File: src/sre_cfg.svh
// constants for the stack and return instruction executor
//
// Function
// - A direct pop reads the stack word at the pointer, writes it to the direct location, then adds 2; 3 bytes, 5 clocks.
// - A direct push first subtracts 2 from the pointer, then writes the direct operand there; 3 bytes, 5 clocks.
// - Plain variants use the currently active pointer and user variants always use the user stack pointer.
// - A list pop does one stack read per selected register, from eight words or one group of eight bytes.
// - The mask maps bit 7 down to bit 0 onto R7..R0, R3H..R0L or R7H..R4L.
// - A list pop restores the lowest selected register first.
// - A list push stores the highest selected register first, so push then pop with one mask restores all.
// - Each list pop step loads the register from the pointer then adds 2; 4 clocks plus 2 per extra register.
// - Each list push step subtracts 2 then stores the register; 3 clocks plus 3 per extra register.
// - The reset instruction loads program counter and status word from vector 0, clears both stack pointers, resets special function registers; 18 clocks.
// - A software reset keeps the latched straps and drives no reset pulse off chip.
// - Subroutine return pops a 24-bit address into the program counter and adds 4; 8 clocks, 6 in page zero.
// - In page-zero mode both returns pop only a 16-bit address.
// - Interrupt return pops status word then 24-bit address from the system stack, adds 6; 10 clocks, 8 in page zero.
// - Interrupt return in user mode raises a trap instead of returning.
`ifndef SRE_CFG_SVH
`define SRE_CFG_SVH
`define SRE_CYC_POP_DIR 8'h05
`define SRE_CYC_PUSH_DIR 8'h05
`define SRE_CYC_POPL_BASE 8'h04
`define SRE_CYC_POPL_EACH 8'h02
`define SRE_CYC_PUSHL_BASE 8'h03
`define SRE_CYC_PUSHL_EACH 8'h03
`define SRE_CYC_SWRESET 8'h12
`define SRE_CYC_RET 8'h08
`define SRE_CYC_RET_PZ 8'h06
`define SRE_CYC_INTERRUPT_RETURN 8'h0a
`define SRE_CYC_INTERRUPT_RETURN_PZ 8'h08
`define SRE_SP_STEP 16'h0002
`define SRE_RET_STEP 16'h0004
`define SRE_INTERRUPT_RETURN_STEP 16'h0006
`define SRE_PSW_SM_BIT 15
`define SRE_SP_RST 16'h0000
`define SRE_PSW_RST 16'h8000
`define SRE_PC_RST 24'h000000
`define SRE_VEC_PSW_ADDR 16'h0000
`define SRE_VEC_PC_ADDR 16'h0002
`endif

File: src/sre_pkg.sv
// types for the stack and return instruction executor
package sre_pkg;
  typedef enum logic [2:0] {
    SRE_OP_POP_DIR, SRE_OP_PUSH_DIR, SRE_OP_POP_LIST, SRE_OP_PUSH_LIST,
    SRE_OP_SWRESET, SRE_OP_RET, SRE_OP_INTERRUPT_RETURN
  } sre_op_e;
  typedef enum logic [0:0] {SRE_ST_IDLE, SRE_ST_EXEC} sre_state_e;
  typedef struct packed {
    sre_op_e op;
    logic byte_mode;
    logic user_stack;
    logic upper_group;
    logic [7:0] mask;
    logic [15:0] direct;
  } sre_cmd_s;
  typedef struct packed {
    logic req;
    logic we;
    logic byte_mode;
    logic [15:0] addr;
    logic [15:0] wdata;
  } sre_mem_s;
endpackage : sre_pkg

File: src/sre_exec.sv
// stack push/pop, return and software reset executor
`timescale 1ns/1ps
`include "sre_cfg.svh"
module sre_exec import sre_pkg::*; (
  // clock and reset
  input wire logic core_clk_i,
  input wire logic rst_n_i,
  // command
  input wire logic start_i,
  input wire sre_cmd_s cmd_i,
  input wire logic page_zero_mode_i,
  output logic busy_o,
  output logic done_o,
  output logic trap_o,
  // stack memory, read data valid while a read is shown
  output sre_mem_s mem_o,
  input wire logic [15:0] mem_rdata_i,
  // register file
  output logic reg_we_o,
  output logic reg_byte_o,
  output logic [3:0] reg_idx_o,
  output logic [15:0] reg_wdata_o,
  output logic [3:0] reg_ridx_o,
  input wire logic [15:0] reg_rdata_i,
  // core state
  output logic [23:0] pc_o,
  output logic [15:0] program_status_word_o,
  output logic [15:0] user_stack_ptr_o,
  output logic [15:0] system_stack_ptr_o,
  output logic special_function_regs_rst_o,
  // configuration straps
  input wire logic external_access_strap_i,
  input wire logic bus_width_strap_i,
  output logic [1:0] cfg_o
);
  // ************************************************
  // helpers
  // ************************************************
  function automatic logic [2:0] lsb_idx(input logic [7:0] m);
    lsb_idx = 3'h0;
    for (int i = 7; i >= 0; i--) begin
      if (m[i]) lsb_idx = 3'(i);
    end
  endfunction : lsb_idx

  function automatic logic [2:0] msb_idx(input logic [7:0] m);
    msb_idx = 3'h0;
    for (int i = 0; i < 8; i++) begin
      if (m[i]) msb_idx = 3'(i);
    end
  endfunction : msb_idx

  function automatic logic [7:0] total_of(input sre_cmd_s c, input logic pz);
    logic [7:0] n;
    n = 8'h00;
    for (int i = 0; i < 8; i++) n = n + {7'h00, c.mask[i]};
    n = (n == 8'h00) ? 8'h00 : n - 8'h01;
    case (c.op)
      SRE_OP_POP_DIR: total_of = `SRE_CYC_POP_DIR;
      SRE_OP_PUSH_DIR: total_of = `SRE_CYC_PUSH_DIR;
      SRE_OP_POP_LIST: total_of = `SRE_CYC_POPL_BASE + 8'(n * `SRE_CYC_POPL_EACH);
      SRE_OP_PUSH_LIST: total_of = `SRE_CYC_PUSHL_BASE + 8'(n * `SRE_CYC_PUSHL_EACH);
      SRE_OP_SWRESET: total_of = `SRE_CYC_SWRESET;
      SRE_OP_RET: total_of = pz ? `SRE_CYC_RET_PZ : `SRE_CYC_RET;
      SRE_OP_INTERRUPT_RETURN: total_of = pz ? `SRE_CYC_INTERRUPT_RETURN_PZ : `SRE_CYC_INTERRUPT_RETURN;
      default: total_of = 8'h01;
    endcase
  endfunction : total_of

  // ************************************************
  // strap capture, once after hardware reset
  // ************************************************
  logic [1:0] strap_raw;
  logic [1:0] sync0_ff;
  logic [1:0] sync1_ff;
  logic [1:0] cfg_ff;
  logic [1:0] nxt_cfg;
  logic [1:0] cap_cnt_ff;
  logic [1:0] nxt_cap_cnt;
  assign strap_raw = {bus_width_strap_i, external_access_strap_i};

  for (genvar g = 0; g < 2; g++) begin : g_sync
    always_ff @(posedge core_clk_i or negedge rst_n_i) begin
      if (!rst_n_i) begin
        sync0_ff[g] <= 1'b0;
        sync1_ff[g] <= 1'b0;
      end else begin
        sync0_ff[g] <= strap_raw[g];
        sync1_ff[g] <= sync0_ff[g];
      end
    end
  end

  // software reset never touches this capture
  always_comb begin
    nxt_cfg = cfg_ff;
    nxt_cap_cnt = cap_cnt_ff;
    if (cap_cnt_ff != 2'h3) begin
      nxt_cap_cnt = cap_cnt_ff + 2'h1;
      if (cap_cnt_ff == 2'h2) nxt_cfg = sync1_ff;
    end
  end

  always_ff @(posedge core_clk_i or negedge rst_n_i) begin
    if (!rst_n_i) begin
      cfg_ff <= 2'h0;
      cap_cnt_ff <= 2'h0;
    end else begin
      cfg_ff <= nxt_cfg;
      cap_cnt_ff <= nxt_cap_cnt;
    end
  end
  assign cfg_o = cfg_ff;

  // ************************************************
  // executor
  // ************************************************
  sre_state_e state_ff, nxt_state;
  sre_cmd_s cmd_ff, nxt_cmd;
  sre_mem_s mem_ff, nxt_mem;
  logic [7:0] cyc_ff, nxt_cyc, total_ff, nxt_total, mask_ff, nxt_mask;
  logic [1:0] ph_ff, nxt_ph;
  logic [15:0] usp_ff, nxt_usp, ssp_ff, nxt_ssp, psw_ff, nxt_psw, reg_wdata_ff, nxt_reg_wdata;
  logic [23:0] pc_ff, nxt_pc;
  logic done_ff, nxt_done, trap_ff, nxt_trap, sfr_ff, nxt_sfr, reg_we_ff, nxt_reg_we;
  logic [3:0] reg_idx_ff, nxt_reg_idx, reg_ridx_ff, nxt_reg_ridx;
  logic use_usr;
  logic [15:0] cur_sp, nsp;

  always_comb begin
    nxt_state = state_ff;
    nxt_cmd = cmd_ff;
    nxt_cyc = cyc_ff;
    nxt_total = total_ff;
    nxt_mask = mask_ff;
    nxt_ph = ph_ff;
    nxt_psw = psw_ff;
    nxt_pc = pc_ff;
    nxt_mem = mem_ff;
    nxt_mem.req = 1'b0;
    nxt_mem.we = 1'b0;
    nxt_reg_we = 1'b0;
    nxt_reg_idx = reg_idx_ff;
    nxt_reg_wdata = reg_wdata_ff;
    nxt_reg_ridx = reg_ridx_ff;
    nxt_done = 1'b0;
    nxt_trap = 1'b0;
    nxt_sfr = 1'b0;
    // returns have no user variant: only push and pop honour the user flag
    use_usr = (cmd_ff.op != SRE_OP_INTERRUPT_RETURN) &&
      ((cmd_ff.user_stack && cmd_ff.op != SRE_OP_RET) || !psw_ff[`SRE_PSW_SM_BIT]);
    cur_sp = use_usr ? usp_ff : ssp_ff;
    nsp = cur_sp;
    nxt_usp = usp_ff;
    nxt_ssp = ssp_ff;
    case (state_ff)
      SRE_ST_IDLE: begin
        if (start_i) begin
          nxt_cmd = cmd_i;
          nxt_mask = cmd_i.mask;
          nxt_total = total_of(cmd_i, page_zero_mode_i);
          nxt_cyc = 8'h01;
          nxt_ph = 2'h0;
          nxt_state = SRE_ST_EXEC;
        end
      end
      SRE_ST_EXEC: begin
        nxt_cyc = cyc_ff + 8'h01;
        nxt_ph = ph_ff + 2'h1;
        nxt_mem.byte_mode = 1'b0;
        case (cmd_ff.op)
          SRE_OP_POP_DIR: begin
            nxt_mem.byte_mode = cmd_ff.byte_mode;
            if (ph_ff == 2'h0) begin
              nxt_mem.req = 1'b1;
              nxt_mem.addr = cur_sp;
            end else if (ph_ff == 2'h1) begin
              nxt_mem.req = 1'b1;
              nxt_mem.we = 1'b1;
              nxt_mem.addr = cmd_ff.direct;
              nxt_mem.wdata = mem_rdata_i;
              nsp = cur_sp + `SRE_SP_STEP;
            end else begin
              nxt_ph = 2'h3;
            end
          end
          SRE_OP_PUSH_DIR: begin
            nxt_mem.byte_mode = cmd_ff.byte_mode;
            if (ph_ff == 2'h0) begin
              nsp = cur_sp - `SRE_SP_STEP;
              nxt_mem.req = 1'b1;
              nxt_mem.addr = cmd_ff.direct;
            end else if (ph_ff == 2'h1) begin
              nxt_mem.req = 1'b1;
              nxt_mem.we = 1'b1;
              nxt_mem.addr = cur_sp;
              nxt_mem.wdata = mem_rdata_i;
            end else begin
              // hold phase so the pointer step is not repeated
              nxt_ph = 2'h3;
            end
          end
          SRE_OP_POP_LIST: begin
            nxt_mem.byte_mode = cmd_ff.byte_mode;
            if (mask_ff == 8'h00) begin
              nxt_ph = 2'h0;
            end else if (ph_ff == 2'h0) begin
              nxt_mem.req = 1'b1;
              nxt_mem.addr = cur_sp;
            end else begin
              nxt_reg_we = 1'b1;
              nxt_reg_idx = cmd_ff.byte_mode ? {cmd_ff.upper_group, lsb_idx(mask_ff)} : {1'b0, lsb_idx(mask_ff)};
              nxt_reg_wdata = mem_rdata_i;
              nxt_mask = mask_ff & ~(8'h01 << lsb_idx(mask_ff));
              nsp = cur_sp + `SRE_SP_STEP;
              nxt_ph = 2'h0;
            end
          end
          SRE_OP_PUSH_LIST: begin
            nxt_mem.byte_mode = cmd_ff.byte_mode;
            if (mask_ff == 8'h00) begin
              nxt_ph = 2'h0;
            end else if (ph_ff == 2'h0) begin
              nsp = cur_sp - `SRE_SP_STEP;
              nxt_reg_ridx = cmd_ff.byte_mode ? {cmd_ff.upper_group, msb_idx(mask_ff)} : {1'b0, msb_idx(mask_ff)};
            end else if (ph_ff == 2'h1) begin
              nxt_mem.req = 1'b1;
              nxt_mem.we = 1'b1;
              nxt_mem.addr = cur_sp;
              nxt_mem.wdata = reg_rdata_i;
            end else begin
              nxt_mask = mask_ff & ~(8'h01 << msb_idx(mask_ff));
              nxt_ph = 2'h0;
            end
          end
          SRE_OP_SWRESET: begin
            if (ph_ff == 2'h0) begin
              nxt_mem.req = 1'b1;
              nxt_mem.addr = `SRE_VEC_PSW_ADDR;
            end else if (ph_ff == 2'h1) begin
              nxt_psw = mem_rdata_i;
              nxt_mem.req = 1'b1;
              nxt_mem.addr = `SRE_VEC_PC_ADDR;
            end else if (ph_ff == 2'h2) begin
              nxt_pc = {8'h00, mem_rdata_i};
              nxt_sfr = 1'b1;
              nxt_usp = `SRE_SP_RST;
              nxt_ssp = `SRE_SP_RST;
            end else begin
              nxt_ph = 2'h3;
            end
          end
          SRE_OP_RET: begin
            if (ph_ff == 2'h0) begin
              nxt_mem.req = 1'b1;
              nxt_mem.addr = cur_sp;
            end else if (ph_ff == 2'h1) begin
              nxt_pc = {8'h00, mem_rdata_i};
              nxt_mem.req = !page_zero_mode_i;
              nxt_mem.addr = cur_sp + `SRE_SP_STEP;
              if (page_zero_mode_i) nsp = cur_sp + `SRE_SP_STEP;
            end else if (ph_ff == 2'h2 && !page_zero_mode_i) begin
              nxt_pc = {mem_rdata_i[7:0], pc_ff[15:0]};
              nsp = cur_sp + `SRE_RET_STEP;
            end else begin
              nxt_ph = 2'h3;
            end
          end
          SRE_OP_INTERRUPT_RETURN: begin
            if (ph_ff == 2'h0 && !psw_ff[`SRE_PSW_SM_BIT]) begin
              nxt_trap = 1'b1;
            end else if (ph_ff == 2'h0) begin
              nxt_mem.req = 1'b1;
              nxt_mem.addr = ssp_ff;
            end else if (ph_ff == 2'h1) begin
              nxt_psw = mem_rdata_i;
              nxt_mem.req = 1'b1;
              nxt_mem.addr = ssp_ff + `SRE_SP_STEP;
            end else if (ph_ff == 2'h2) begin
              nxt_pc = {8'h00, mem_rdata_i};
              nxt_mem.req = !page_zero_mode_i;
              nxt_mem.addr = ssp_ff + `SRE_RET_STEP;
              if (page_zero_mode_i) nsp = ssp_ff + `SRE_RET_STEP;
            end else if (mem_ff.req) begin
              nxt_pc = {mem_rdata_i[7:0], pc_ff[15:0]};
              nsp = ssp_ff + `SRE_INTERRUPT_RETURN_STEP;
              nxt_ph = 2'h3;
            end else begin
              nxt_ph = 2'h3;
            end
          end
          default: nxt_ph = 2'h0;
        endcase
        if (cmd_ff.op != SRE_OP_SWRESET) begin
          if (use_usr) nxt_usp = nsp;
          else nxt_ssp = nsp;
        end
        if (cyc_ff == total_ff || nxt_trap) begin
          nxt_done = 1'b1;
          nxt_state = SRE_ST_IDLE;
        end
      end
      default: nxt_state = SRE_ST_IDLE;
    endcase
  end

  always_ff @(posedge core_clk_i or negedge rst_n_i) begin
    if (!rst_n_i) begin
      state_ff <= SRE_ST_IDLE;
      cmd_ff <= '0;
      cyc_ff <= 8'h00;
      total_ff <= 8'h00;
      mask_ff <= 8'h00;
      ph_ff <= 2'h0;
      psw_ff <= `SRE_PSW_RST;
      pc_ff <= `SRE_PC_RST;
      usp_ff <= `SRE_SP_RST;
      ssp_ff <= `SRE_SP_RST;
      mem_ff <= '0;
      reg_we_ff <= 1'b0;
      reg_idx_ff <= 4'h0;
      reg_wdata_ff <= 16'h0000;
      reg_ridx_ff <= 4'h0;
      done_ff <= 1'b0;
      trap_ff <= 1'b0;
      sfr_ff <= 1'b0;
    end else begin
      state_ff <= nxt_state;
      cmd_ff <= nxt_cmd;
      cyc_ff <= nxt_cyc;
      total_ff <= nxt_total;
      mask_ff <= nxt_mask;
      ph_ff <= nxt_ph;
      psw_ff <= nxt_psw;
      pc_ff <= nxt_pc;
      usp_ff <= nxt_usp;
      ssp_ff <= nxt_ssp;
      mem_ff <= nxt_mem;
      reg_we_ff <= nxt_reg_we;
      reg_idx_ff <= nxt_reg_idx;
      reg_wdata_ff <= nxt_reg_wdata;
      reg_ridx_ff <= nxt_reg_ridx;
      done_ff <= nxt_done;
      trap_ff <= nxt_trap;
      sfr_ff <= nxt_sfr;
    end
  end

  assign busy_o = state_ff == SRE_ST_EXEC;
  assign done_o = done_ff;
  assign trap_o = trap_ff;
  assign mem_o = mem_ff;
  assign reg_we_o = reg_we_ff;
  assign reg_byte_o = cmd_ff.byte_mode;
  assign reg_idx_o = reg_idx_ff;
  assign reg_wdata_o = reg_wdata_ff;
  assign reg_ridx_o = reg_ridx_ff;
  assign pc_o = pc_ff;
  assign program_status_word_o = psw_ff;
  assign user_stack_ptr_o = usp_ff;
  assign system_stack_ptr_o = ssp_ff;
  assign special_function_regs_rst_o = sfr_ff;

  logic acc;
  assign acc = start_i && state_ff == SRE_ST_IDLE;
endmodule : sre_exec

File: config.mk
export PLATFORM = sky130hd
export DESIGN_NAME = sre_exec
export DESIGN_NICKNAME = d
export VERILOG_FILES = /design/src/sre_pkg.sv /design/src/sre_exec.sv
export VERILOG_INCLUDE_DIRS = /design/src
export SDC_FILE = /design/constraint.sdc
export NUM_CORES = 1
export LEC_CHECK = 0
export BUFFER_PORTS_ARGS = -buffer_cell sky130_fd_sc_hd__buf_4
export CAP_MARGIN = 20
export CELL_PAD_IN_SITES_DETAIL_PLACEMENT = 1
export CELL_PAD_IN_SITES_GLOBAL_PLACEMENT = 1
export CORE_UTILIZATION = 27
export DETAILED_ROUTE_END_ITERATION = 8
export MAX_ROUTING_LAYER = met4
export PLACE_DENSITY = 0.54
export SETUP_SLACK_MARGIN = 0.15
export SLEW_MARGIN = 20
export SYNTH_ARGS = -nofsm -noshare
export SYNTH_HDL_FRONTEND = slang
export SYNTH_SLANG_ARGS = --single-unit
File: constraint.sdc
create_clock -name core_clk_i -period 5.8 [get_ports core_clk_i]
set_clock_uncertainty 0.1 [all_clocks]
set_input_delay 1.74 -clock core_clk_i [delete_from_list [all_inputs] [get_ports core_clk_i]]
set_output_delay 1.74 -clock core_clk_i [all_outputs]
set_load 0.03 [all_outputs]
==> results.ini, run 1 <==
[run_status]
outcome = completed

[sta]
tightestPinTransition_ps = 1143
slew_viol_final = 0
finalCritPeriodShare = 0.9756
hold_viol = 0
layout_min_cycle_time_ps = 5658
fmax_ghz = 0.1767
finalSetupViolations = 0
rsz0062_at_grt = yes
tns_ps = 0
timing.slew.headroom = 0.2325

[clocking]
cts_hold_buf = 0
numCtsBuffers = 17
clock_latency_ps = 500
clockRootBuffer = clkbuf_16
clock_sinks = 192
path_clk_slew_ps = 80
cts_buffer_depth = 2
htree_levels = 4
tritoncts = built

[floorplanning]
core-area_sq_um = 51410
row_count = 83
die_w_microns = 230.2
start_util = 0.2736
ios = 207
die_y_microns = 230.2
die_area_sq_um = 53010

[global_routing]
grt_pass1_vias = 15480
gr-total-overflow = 0
grtUsageTotal = 0.2752
grt_pass1_wl_microns = 104900
grt_max_degree = 86
grt_antenna_before_repair = 1

[synth]
yosysWarnings = 0
synth_area_leader_cell = dfrtp_1
netlist_area_sq_um = 14060
synth_edf_count = 0
synth.most_common_cell = nand2_1
synthTopCellsByArea = dfrtp_1, nand2_1, mux2_2
synthDistinctLibCells = 102
synth_seq_cells = 192
seq_area_frac_synth = 0.3417
synth_common_cells = nand2_1, dfrtp_1, nor2_1, o21ai_0, clkbuf_1
syn_inst = 1714
ys_async_sr_fraction = 1.000
synthFlopType = dfrtp_1
synth_top_area_share = 0.3398
syn_area_per_cell_sq_um = 8.206

[detailed_routing]
wl_per_cell_microns = 27.14
drc_errors = 0
ant_nets = 0
routed_via_density = 5.734
via_count = 14880
drtIter0Drc = 1205
drt_wl_total_microns = 70430
drtPass1Iterations = 5

[setup_path]
reg2reg_depth = 14
rrSetupSlack_ps = 1030
timing.rr.end = user_stack_ptr_o[10]$_DFFE_PN0P_
cp_slowest_cell = fa_2
critPathCaptureType = flip-flop
cp.arrival_ps = 5940
crit_buf_inv = 4
cp-start-kind = input pin
worst-path-max-fanout = 4
r2r_start = program_status_word_o[15]$_DFFE_PN1P_
path_cells = buf_8 > inv_8 > fa_1 > fa_1 > fa_1 > inv_1 > ha_2 > inv_2 > fa_2 > and3_4 > ha_4 > a21oi_4 > ha_4 > ha_4 > nand4_1 > a41o_1 > mux2i_1 > xor2_1 > o21ai_1
crit_required_ps = 6080
slowest_delay_ps = 560
path_class = in2reg
critical-path-top-delay-family = adder cells

[placed_design]
gp_congestion = 0.9914
placed_cell_area_sq_um = 16790
portBuffers = 206
placed_cells = 2561
hpwl_microns = 52070

[cells_and_area]
fin_nets = 2005
layout-drive-gt1-share = 0.2398
ff_latch_area_sq_um = 4806
fin_util = 0.3401
instances_no_fill = 2595
multi_input_area_sq_um = 8701
syn_to_final_growth_pct = 24.29
finalInstanceArea_sq_um = 17480
fillers = 6112

[pwr]
irDropWorstVdd_mv = 0.3422
power.density_nw_per_um2 = 724.2
leakage_nw = 7.344

[hold_path]
hold_depth = 0
min-delay-start = sync0_ff[1]$_DFF_PN0_
hold_end = sync1_ff[1]$_DFF_PN0_
hold_class = reg2reg

[job]
maxCapViolations = 0

[kinds of logic after synthesis]
family | count (synthesis) | synth area share
fa+ha+maj | 36 | 0.03416
mux | 95 | 0.07802
simple gates | 685 | 0.2267
compound gates | 458 | 0.2240
xor+xnor | 60 | 0.03736
other cells | 2 | 0.0005340
buf+inv | 186 | 0.05756
flops | 192 | 0.3417
[where the power goes]
group | switching, W | internal, W | leakage [nW]
Clock | 0.000688 | 0.000632 | 0.301
Sequential | 0.000670 | 0.00193 | 2.37
Combinational | 0.00572 | 0.00302 | 4.67
[worst reg2reg max path, cell delays in order, from the launching register on]
cell and delay [ps]:
dfstp_2 660, and2b_1 360, nor3_4 90, mux2i_2 150, buf_4 200, inv_1 270
ha_1 220, buf_4 220, nand3_1 200, nor4_1 360, a31oi_1 150, o21ai_0 670
o221ai_1 330, a211o_1 410, a32o_1 260
[repair_timing]
item	in CTS	in global routing
setup buffers	0	1
gates resized for setup	2	6
endpoints found under the setup margin	4	5
pin swaps	4	3
[metal layers]
metal	global-route usage	routed length, microns	vias to the layer above
li1	-	-	6625
met2	0.4451	34130	454
met4	0.1320	3234	0
met3	0.03919	3011	151
met5	-	0	-
met1	0.3361	30050	7650
[registers in the layout, indices dropped and copies added, names as in the netlist, 4 cells and up]
name,flops
mask_ff,8
pc_o,24
user_stack_ptr_o,16
program_status_word_o,16
reg_idx_o,4
system_stack_ptr_o,16
reg_wdata_o,16
total_ff,8
reg_ridx_o,4
mem_o,35
cyc_ff,8
cmd_ff,21
[cell usage in the layout (no fill, tap or decap), types with 6 or more instances in the layout]
master / count
ha_4: 8
o22ai_1: 25
nor3b_1: 7
clkbuf_16: 17
nor4_1: 21
or4_1: 6
o211ai_1: 18
a21o_1: 7
nand2_1: 302
and2_1: 10
or3_1: 7
o2111ai_1: 6
mux2_2: 51
buf_4: 298
a221oi_1: 37
nor3_1: 44
and3_1: 16
nand2b_1: 15
a22o_1: 9
nor2b_1: 12
o31ai_1: 22
xnor2_1: 38
a211o_1: 6
ha_1: 22
nand4_1: 30
a21oi_1: 62
dfrtp_1: 191
nand3_1: 55
nor2_1: 119
o221ai_1: 12
mux2i_1: 34
o21ai_0: 105
a211oi_1: 16
xor2_1: 20
o21ai_1: 14
a31oi_1: 32
inv_1: 42
[final cells by class]
type	count	area share
Multi-Input combinational cell	1337	0.4977
Sequential cell	192	0.2749
Timing Repair Buffer	301	0.1308
Tap cell	680	0.04867
Clock buffer	18	0.02455
Clock inverter	14	0.01160
Inverter	52	0.01160
Antenna cell	1	0.0001432
[how the worst max path moves through the flow]
stage | from | endpoint | slack [ps] | cells after the start
2_1_floorplan | cmd_i[19] | total_ff[7]$_DFFE_PN0P_ | -300 | 19
3_3_place_gp | cmd_i[19] | total_ff[7]$_DFFE_PN0P_ | -500 | 20
3_5_place_dp | cmd_i[19] | total_ff[7]$_DFFE_PN0P_ | -570 | 20
4_1_cts | cmd_i[19] | total_ff[7]$_DFFE_PN0P_ | 140 | 19
5_1_grt | cmd_i[19] | total_ff[7]$_DFFE_PN0P_ | -10 | 20
6_report | cmd_i[19] | total_ff[7]$_DFFE_PN0P_ | 140 | 19
[through the flow]
stage          setup slack [ps]  hold slack, ps  power [W]
2_1_floorplan            -301.7           231.2   0.007812
3_3_place_gp             -498.4           233.3    0.01113
3_5_place_dp             -566.9           237.3    0.01124
4_1_cts                   140.8           255.8    0.01262
5_1_grt                  -11.31           274.5    0.01340
6_report                  141.8           253.8    0.01266
(Power assumes the default switching activity.)
==> inputs of run 2 (changes only) <==
==> constraint.sdc (replaced) <==
create_clock -name core_clk_i -period 5.8 [get_ports core_clk_i]
set_clock_uncertainty 0.1 [all_clocks]
set_input_delay 1.74 -clock core_clk_i [delete_from_list [all_inputs] [get_ports core_clk_i]]
set_output_delay 1.74 -clock core_clk_i [all_outputs]
set_load 0.01 [all_outputs]
==> run 2 against run 1 <==
Effect of this change: non-clock buffer count down 4; wire length about the same; final cell count down 0.19%; register-to-register slack better by 140 ps; global-route usage about the same; die area unchanged; via count down 0.41%; maximum frequency down 1.1%.
==> results.ini, run 2 (synthesized netlist as in run 1, its figures left out) <==
[setup_path]
path_class = in2reg
worst-path-max-fanout = 4  ; unchanged
cp.arrival_ps = 6010  ; +70 ps
cp-start-kind = input pin
timing.rr.end = system_stack_ptr_o[14]$_DFFE_PN0P_
worstSetupStartpoint = cmd_i[17]
rrSetupSlack_ps = 1170  ; +140 ps
crit_required_ps = 6090  ; about the same
r2r_start = cmd_ff[29]$_DFFE_PN0P_
crit_end = total_ff[7]$_DFFE_PN0P_
reg2reg_depth = 13  ; -1
critPathCaptureType = flip-flop

[sta]
fin_ws_ps = 77.77  ; -64.02 ps
slew_viol_final = 0  ; unchanged
fmax_ghz = 0.1748  ; -1.1%
finalSetupViolations = 0  ; unchanged
rsz0062_at_grt = yes
timing.slew.headroom = 0.2821  ; +0.04965
tightestPinTransition_ps = 1073  ; -69.64 ps
whs_ps = 255.3  ; +1.446 ps
finalCritPeriodShare = 0.9866  ; +0.01104
layout_min_cycle_time_ps = 5722  ; +64.02 ps
hold_viol = 0  ; unchanged

[floorplanning]
row_count = 83  ; unchanged
ios = 207  ; unchanged
die_area_sq_um = 53010  ; unchanged
core-area_sq_um = 51410  ; unchanged
die_w_microns = 230.2  ; unchanged
die_y_microns = 230.2  ; unchanged
start_util = 0.2736  ; unchanged

[global_routing]
grtUsageTotal = 0.2750  ; about the same
grt_antenna_before_repair = 1  ; unchanged
gr-total-overflow = 0  ; unchanged
grt_pass1_wl_microns = 104500  ; -0.43%
grt_pass1_vias = 15210  ; -1.8%
grt_max_degree = 83  ; -3.5%

[cells_and_area]
mostFrequentLayoutCell = nand2_1
layout-drive-gt1-share = 0.2393  ; -0.0005449
final_cell_mix = nand2_1, buf_4, dfrtp_1
largest_reg_flops = 35  ; unchanged
fin_nets = 2001  ; -0.20%
antenna-diode-count = 0  ; -1
syn_to_final_growth_pct = 24.58

[clocking]
clockRootBuffer = clkbuf_16
clock_sinks = 192  ; unchanged
clock_latency_ps = 510  ; about the same
numCtsBuffers = 17  ; unchanged
path_clk_slew_ps = 90  ; about the same
cts_hold_buf = 0  ; unchanged
tritoncts = built
cts_buffer_depth = 2  ; unchanged
htree_levels = 4  ; unchanged

[detailed_routing]
drc_errors = 0  ; unchanged
via_count = 14820  ; -0.41%
routed_via_density = 5.722  ; -0.22%
drtPass1Iterations = 5  ; unchanged
drtIter0Drc = 1203  ; -0.17%
wl_per_cell_microns = 27.17  ; +0.13%
drt_wl_total_microns = 70380  ; about the same
ant_nets = 0  ; unchanged

[placed_design]
gp_congestion = 1.028  ; +3.7%
place_ws_ps = -581.1  ; -14.11 ps
portBuffers = 206  ; unchanged
hpwl_microns = 51800  ; -0.53%

[hold_path]
hold_class = reg2reg

[pwr]
irDropWorstVdd_mv = 0.2634  ; -23%
leakage_nw = 7.346  ; about the same
power.density_nw_per_um2 = 690.3  ; -4.7%
power_w = 0.01209  ; -4.5%

[job]
maxCapViolations = 0  ; unchanged

[run_status]
outcome = completed

[run 2: layout make-up]
cell class | instances | area, sq um
Fill cell | 6053 | 33880
Clock buffer | 17 | 425.4
Clock inverter | 15 | 239.0
Multi-Input combinational cell | 1337 | 8713
Tap cell | 680 | 850.8
Timing Repair Buffer | 297 | 2280
Sequential cell | 192 | 4806
Inverter | 52 | 207.7
[run 2: per-layer routing]
| metal | routed length [microns] | track usage | vias to the layer above | part of all wire |
|---|---|---|---|---|
| met5 | 0 | - | - | 0 |
| met4 | 2776 | 0.1171 | 0 | 0.039 |
| li1 | - | - | 6625 | - |
| met1 | 29890 | 0.3362 | 7626 | 0.42 |
| met2 | 34520 | 0.4485 | 447 | 0.49 |
| met3 | 3197 | 0.04278 | 121 | 0.045 |
[run 2: what timing repair did]
item,in CTS,in global routing
buffers inserted,2,3
endpoints found under the setup margin,4,5
resized for setup,8,7
pin swaps,12,7
[run 2: power breakdown]
part / switching [W] / internal (W) / total, W
Combinational: 0.00507 / 0.00304 / 0.00811
Sequential: 0.000707 / 0.00192 / 0.00263
Clock: 0.000703 / 0.000646 / 0.00135
Total: 0.00648 / 0.00561 / 0.0121
[run 2: worst min path at each step]
stage,start,end,depth (start not counted)
5_1_grt,sync0_ff[1]$_DFF_PN0_,sync1_ff[1]$_DFF_PN0_,0
3_3_place_gp,sync0_ff[1]$_DFF_PN0_,sync1_ff[1]$_DFF_PN0_,0
4_1_cts,sync0_ff[1]$_DFF_PN0_,sync1_ff[1]$_DFF_PN0_,0
6_report,sync0_ff[1]$_DFF_PN0_,sync1_ff[1]$_DFF_PN0_,0
2_1_floorplan,sync0_ff[0]$_DFF_PN0_,sync1_ff[0]$_DFF_PN0_,0
3_5_place_dp,sync0_ff[1]$_DFF_PN0_,sync1_ff[1]$_DFF_PN0_,0
[run 2: worst max-delay path, cell delays in order]
cell	delay, ps
buf_8	80
inv_4	30
fa_1	540
fa_1	440
fa_1	450
inv_2	70
ha_4	130
inv_2	40
fa_2	380
xor2_4	170
and3_4	200
ha_4	250
a21oi_4	200
ha_4	250
ha_4	280
nand4_1	90
a41o_1	230
mux2i_1	180
xor2_1	170
o21ai_1	90
[run 2: metrics by stage]
stage | cells | util | cell area, sq um | TNS [ps]
after global routing | 2590 | 0.3409 | 17520 | -78.94
final | 2590 | 0.3409 | 17520 | 0
after CTS | 2587 | 0.3398 | 17470 | 0
after floorplan | 1715 | - | 14270 | -1003
after global placement | 2553 | 0.3255 | 16730 | -2140
after detailed placement | 2553 | 0.3256 | 16740 | -2602
==> inputs of run 3 (changes only) <==
--- a/config.mk
+++ b/config.mk
@@ -10,10 +10,10 @@
 export CAP_MARGIN = 20
 export CELL_PAD_IN_SITES_DETAIL_PLACEMENT = 1
 export CELL_PAD_IN_SITES_GLOBAL_PLACEMENT = 1
-export CORE_UTILIZATION = 27
+export CORE_UTILIZATION = 47
 export DETAILED_ROUTE_END_ITERATION = 8
 export MAX_ROUTING_LAYER = met4
-export PLACE_DENSITY = 0.54
+export PLACE_DENSITY = 0.86
 export SETUP_SLACK_MARGIN = 0.15
 export SLEW_MARGIN = 20
 export SYNTH_ARGS = -nofsm -noshare
==> run 3 against run 2 <==
Effect of this change: synthesized area is the same; synthesized cell count is the same; the flow now stops in 5_1_grt.
==> results.ini, run 3 <==
[synth]
synth_adder_area_share = 0.03416  ; unchanged
synth-compound-area-share = 0.2240  ; unchanged
synth_seq_cells = 192  ; unchanged
netlist_area_sq_um = 14060  ; unchanged
synth_xor_area_frac = 0.03736  ; unchanged
synth_mux_area_frac = 0.07802  ; unchanged
syn_area_per_cell_sq_um = 8.206  ; unchanged
syn_inst = 1714  ; unchanged
synth_top_family_by_area = simple AND/OR/NAND/NOR gates
synthFlopType = dfrtp_1
synthTopCellsByArea = dfrtp_1, nand2_1, mux2_2
synth_top_area_share = 0.3398  ; unchanged
synthDistinctLibCells = 102  ; unchanged
seq_area_frac_synth = 0.3417  ; unchanged
yosysWarnings = 0  ; unchanged
synth.most_common_cell = nand2_1
ys_async_sr_fraction = 1.000  ; unchanged
synth_area_leader_cell = dfrtp_1
synth_edf_count = 0  ; unchanged
yosys.area_share.simple = 0.2267  ; unchanged
synth_common_cells = nand2_1, dfrtp_1, nor2_1, o21ai_0, clkbuf_1

[placed_design]
portBuffers = 206  ; unchanged
hpwl_microns = 51780  ; about the same
gp_congestion = 1.107  ; +7.7%

[floorplanning]
ios = 207  ; unchanged
row_count = 62  ; -25%
die_w_microns = 175.0  ; -24%
die_y_microns = 175.0  ; -24%
start_util = 0.4835  ; +0.2099

[clocking]
numCtsBuffers = 17  ; unchanged
cts_buffer_depth = 2  ; unchanged
clock_sinks = 192  ; unchanged
htree_levels = 4  ; unchanged
clockRootBuffer = clkbuf_16

[sta]
worst-endpoint-pin-kind = register data pin
grt_repair_worst_endpoint = total_ff[7]$_DFFE_PN0P_/D

[run_status]
error = [ERROR GRT-0232] Routing congestion too high. Check the congestion heatmap in the GUI.
failing_step = 5_1_grt
outcome = stopped before the end

[global_routing]
grt_antenna_before_repair = 25
grtUsageTotal = 0.7619
gr-total-overflow = 44
grt_max_degree = 100

## run 3: cell counts after synthesis
No cell type changed its count.
## run 3: repair_timing
item,CTS
gates resized for setup,15
buffers inserted,7
endpoints found under the setup margin,6
hold buffers,0
pin swaps,18
## run 3: cells by family after synthesis
group                      Yosys count
DFF                                192
adders and majority gates           36
and+or+nand+nor                    685
xor gates and xnor gates            60
other                                2
buffers and inverters              186
muxes                               95
AOI/OAI and AO/OA                  458
## run 3: stage by stage
stage	cells	setup WS (ps)	instance area (sq um)
after CTS	2282	-129.9	16990
after detailed placement	2243	-707.4	16260
after global placement	2242	-462.9	16250
after floorplan	1715	-301.7	14270
## run 3: layer usage
metal,overflow,global-route usage
met1,2,0.7847
met2,20,0.9226
met3,0,0.5607
met4,22,0.6855
met5,-,-
==> inputs of run 4 (changes only) <==
--- a/config.mk
+++ b/config.mk
@@ -8,13 +8,9 @@
 export LEC_CHECK = 0
 export BUFFER_PORTS_ARGS = -buffer_cell sky130_fd_sc_hd__buf_4
 export CAP_MARGIN = 20
-export CELL_PAD_IN_SITES_DETAIL_PLACEMENT = 1
-export CELL_PAD_IN_SITES_GLOBAL_PLACEMENT = 1
-export CORE_UTILIZATION = 47
+export CORE_UTILIZATION = 35
 export DETAILED_ROUTE_END_ITERATION = 8
-export MAX_ROUTING_LAYER = met4
-export PLACE_DENSITY = 0.86
-export SETUP_SLACK_MARGIN = 0.15
+export PLACE_DENSITY_LB_ADDON = 0.15
 export SLEW_MARGIN = 20
 export SYNTH_ARGS = -nofsm -noshare
 export SYNTH_HDL_FRONTEND = slang
==> run 4 against run 3 <==
Effect of this change: the run now ends clean.
==> results.ini, run 4 (synthesized netlist as in run 1, its figures left out) <==
[setup_path]
worst-path-max-fanout = 3
path_cells = buf_8 > inv_8 > fa_1 > fa_1 > fa_1 > inv_1 > ha_2 > inv_2 > fa_2 > xor2_4 > and3_4 > ha_4 > a21oi_4 > ha_1 > ha_4 > nand3_1 > a41o_1 > mux2i_1 > xor2_1 > o21ai_1
cp_slowest_cell = fa_1
path_class = in2reg
crit_required_ps = 6050
critical-path-top-delay-family = adder cells
critPathCaptureType = flip-flop
critPathMostFrequentCell = fa_1
rrSetupSlack_ps = 1190
cp-start-kind = input pin
r2r_start = cmd_ff[28]$_DFFE_PN0P_
worstSetupStartpoint = cmd_i[19]
timing.rr.end = user_stack_ptr_o[10]$_DFFE_PN0P_
slowest_delay_ps = 550
reg2reg_depth = 15
crit_buf_inv = 4
cp.arrival_ps = 5980

[clocking]
htree_levels = 4  ; unchanged
tritoncts = built
clockRootBuffer = clkbuf_16
path_clk_slew_ps = 80
cts_hold_buf = 0  ; unchanged
numCtsBuffers = 17  ; unchanged
clock_latency_ps = 470
cts_buffer_depth = 2  ; unchanged
clock_sinks = 192  ; unchanged

[global_routing]
grtUsageTotal = 0.3028
grt_antenna_before_repair = 1
gr-total-overflow = 0
grt_pass1_wl_microns = 92960
grt_max_degree = 99
grt_pass1_vias = 14370

[floorplanning]
row_count = 73  ; +18%
start_util = 0.3548  ; -0.1287
die_area_sq_um = 40990
die_w_microns = 202.5  ; +16%
die_y_microns = 202.5  ; +16%
ios = 207  ; unchanged
core-area_sq_um = 39640

[detailed_routing]
drtIter0Drc = 1450
ant_nets = 0
drt_wl_total_microns = 62330
drc_errors = 0
drtPass1Iterations = 7
wl_per_cell_microns = 25.73
via_count = 14770
routed_via_density = 6.096

[cells_and_area]
fin_util = 0.4326
largest_reg_flops = 35
instances_no_fill = 2423
antenna-diode-count = 0
fin_nets = 1989
syn_to_final_growth_pct = 21.92
layout-drive-gt1-share = 0.2334
final_cell_mix = nand2_1, buf_4, dfrtp_1
mostFrequentLayoutCell = nand2_1
fillers = 4035

[sta]
finalCritPeriodShare = 0.9879
hold_viol = 0
rsz0062_at_grt = yes
finalSetupViolations = 0
fmax_ghz = 0.1745
slew_viol_final = 0
tightestPinTransition_ps = 1075
layout_min_cycle_time_ps = 5730
timing.slew.headroom = 0.2755

[hold_path]
hold_depth = 0
min-delay-start = sync0_ff[1]$_DFF_PN0_
hold_class = reg2reg
hold_end = sync1_ff[1]$_DFF_PN0_

[placed_design]
placed_cells = 2387  ; +6.4%
portBuffers = 206  ; unchanged
gp_congestion = 1.038  ; -6.2%
hpwl_microns = 44920  ; -13%

[pwr]
irDropWorstVdd_mv = 0.3423
power.density_nw_per_um2 = 681.1
leakage_nw = 7.253

[run_status]
outcome = completed

[job]
maxCapViolations = 0

-- run 4: metal layers --
layer	global-route usage	part of all wire	up-vias
met5	0	0	-
met4	0.1711	0.057	0
met3	0.06196	0.080	171
met2	0.4776	0.46	740
met1	0.3858	0.40	7252
li1	-	-	6608
-- run 4: worst reg2reg max path: stages, from the launching register on --
cell,delay (ps)
dfrtp_1,450
buf_4,310
nand3b_2,300
nand4_1,210
a21boi_2,430
inv_1,280
ha_1,290
buf_4,190
nand3b_1,210
nor3_1,90
mux2i_1,570
nor3_1,240
a21oi_1,230
a311oi_1,60
a211o_1,300
a32o_1,260
-- run 4: worst max path at each step --
stage                                    to  slack [ps]  cells after the start
floorplan           total_ff[7]$_DFFE_PN0P_        -300                     19
detailed placement  total_ff[7]$_DFFE_PN0P_        -510                     20
global placement    total_ff[7]$_DFFE_PN0P_        -490                     20
finish              total_ff[7]$_DFFE_PN0P_          70                     20
CTS                 total_ff[7]$_DFFE_PN0P_          40                     20
global route        total_ff[7]$_DFFE_PN0P_         -90                     20
-- run 4: metrics by stage --
step	hold slack (ps)	setup slack, ps	TNS (ps)	cell area (sq um)	power, W
after floorplan	231.2	-301.7	-988.1	14260	0.007189
after global placement	232.4	-485.1	-1990	16460	0.01012
after detailed placement	246.4	-513.4	-2160	16460	0.01015
after CTS	264.1	35.28	0	17050	0.01141
after global routing	268.7	-94.27	-204.2	17150	0.01237
final	258.8	69.90	0	17150	0.01168
-- run 4: area by class of cell --
type	instances	area, sq um	area share
flip-flops and latches	192	4806	0.2803
repair buffers	285	2193	0.1279
clock inverters	14	161.4	0.009413
multi-input cells	1337	8696	0.5071
clock buffers	18	429.2	0.02503
inverters	52	205.2	0.01197
well taps	525	656.9	0.03831
-- run 4: repair_timing --
item	4_1_cts	5_1_grt
pin swaps	1	10
setup endpoints to repair	1	4
gates cloned	0	0
buffers inserted	0	3
gates resized for setup	0	12
-- run 4: power by group --
| group | leakage (nW) | internal, W | switching (W) |
|---|---|---|---|
| Clock | 0.281 | 0.000582 | 0.000649 |
| Combinational | 4.60 | 0.00299 | 0.00488 |
| Sequential | 2.37 | 0.00193 | 0.000655 |
| Total | 7.25 | 0.00549 | 0.00619 |
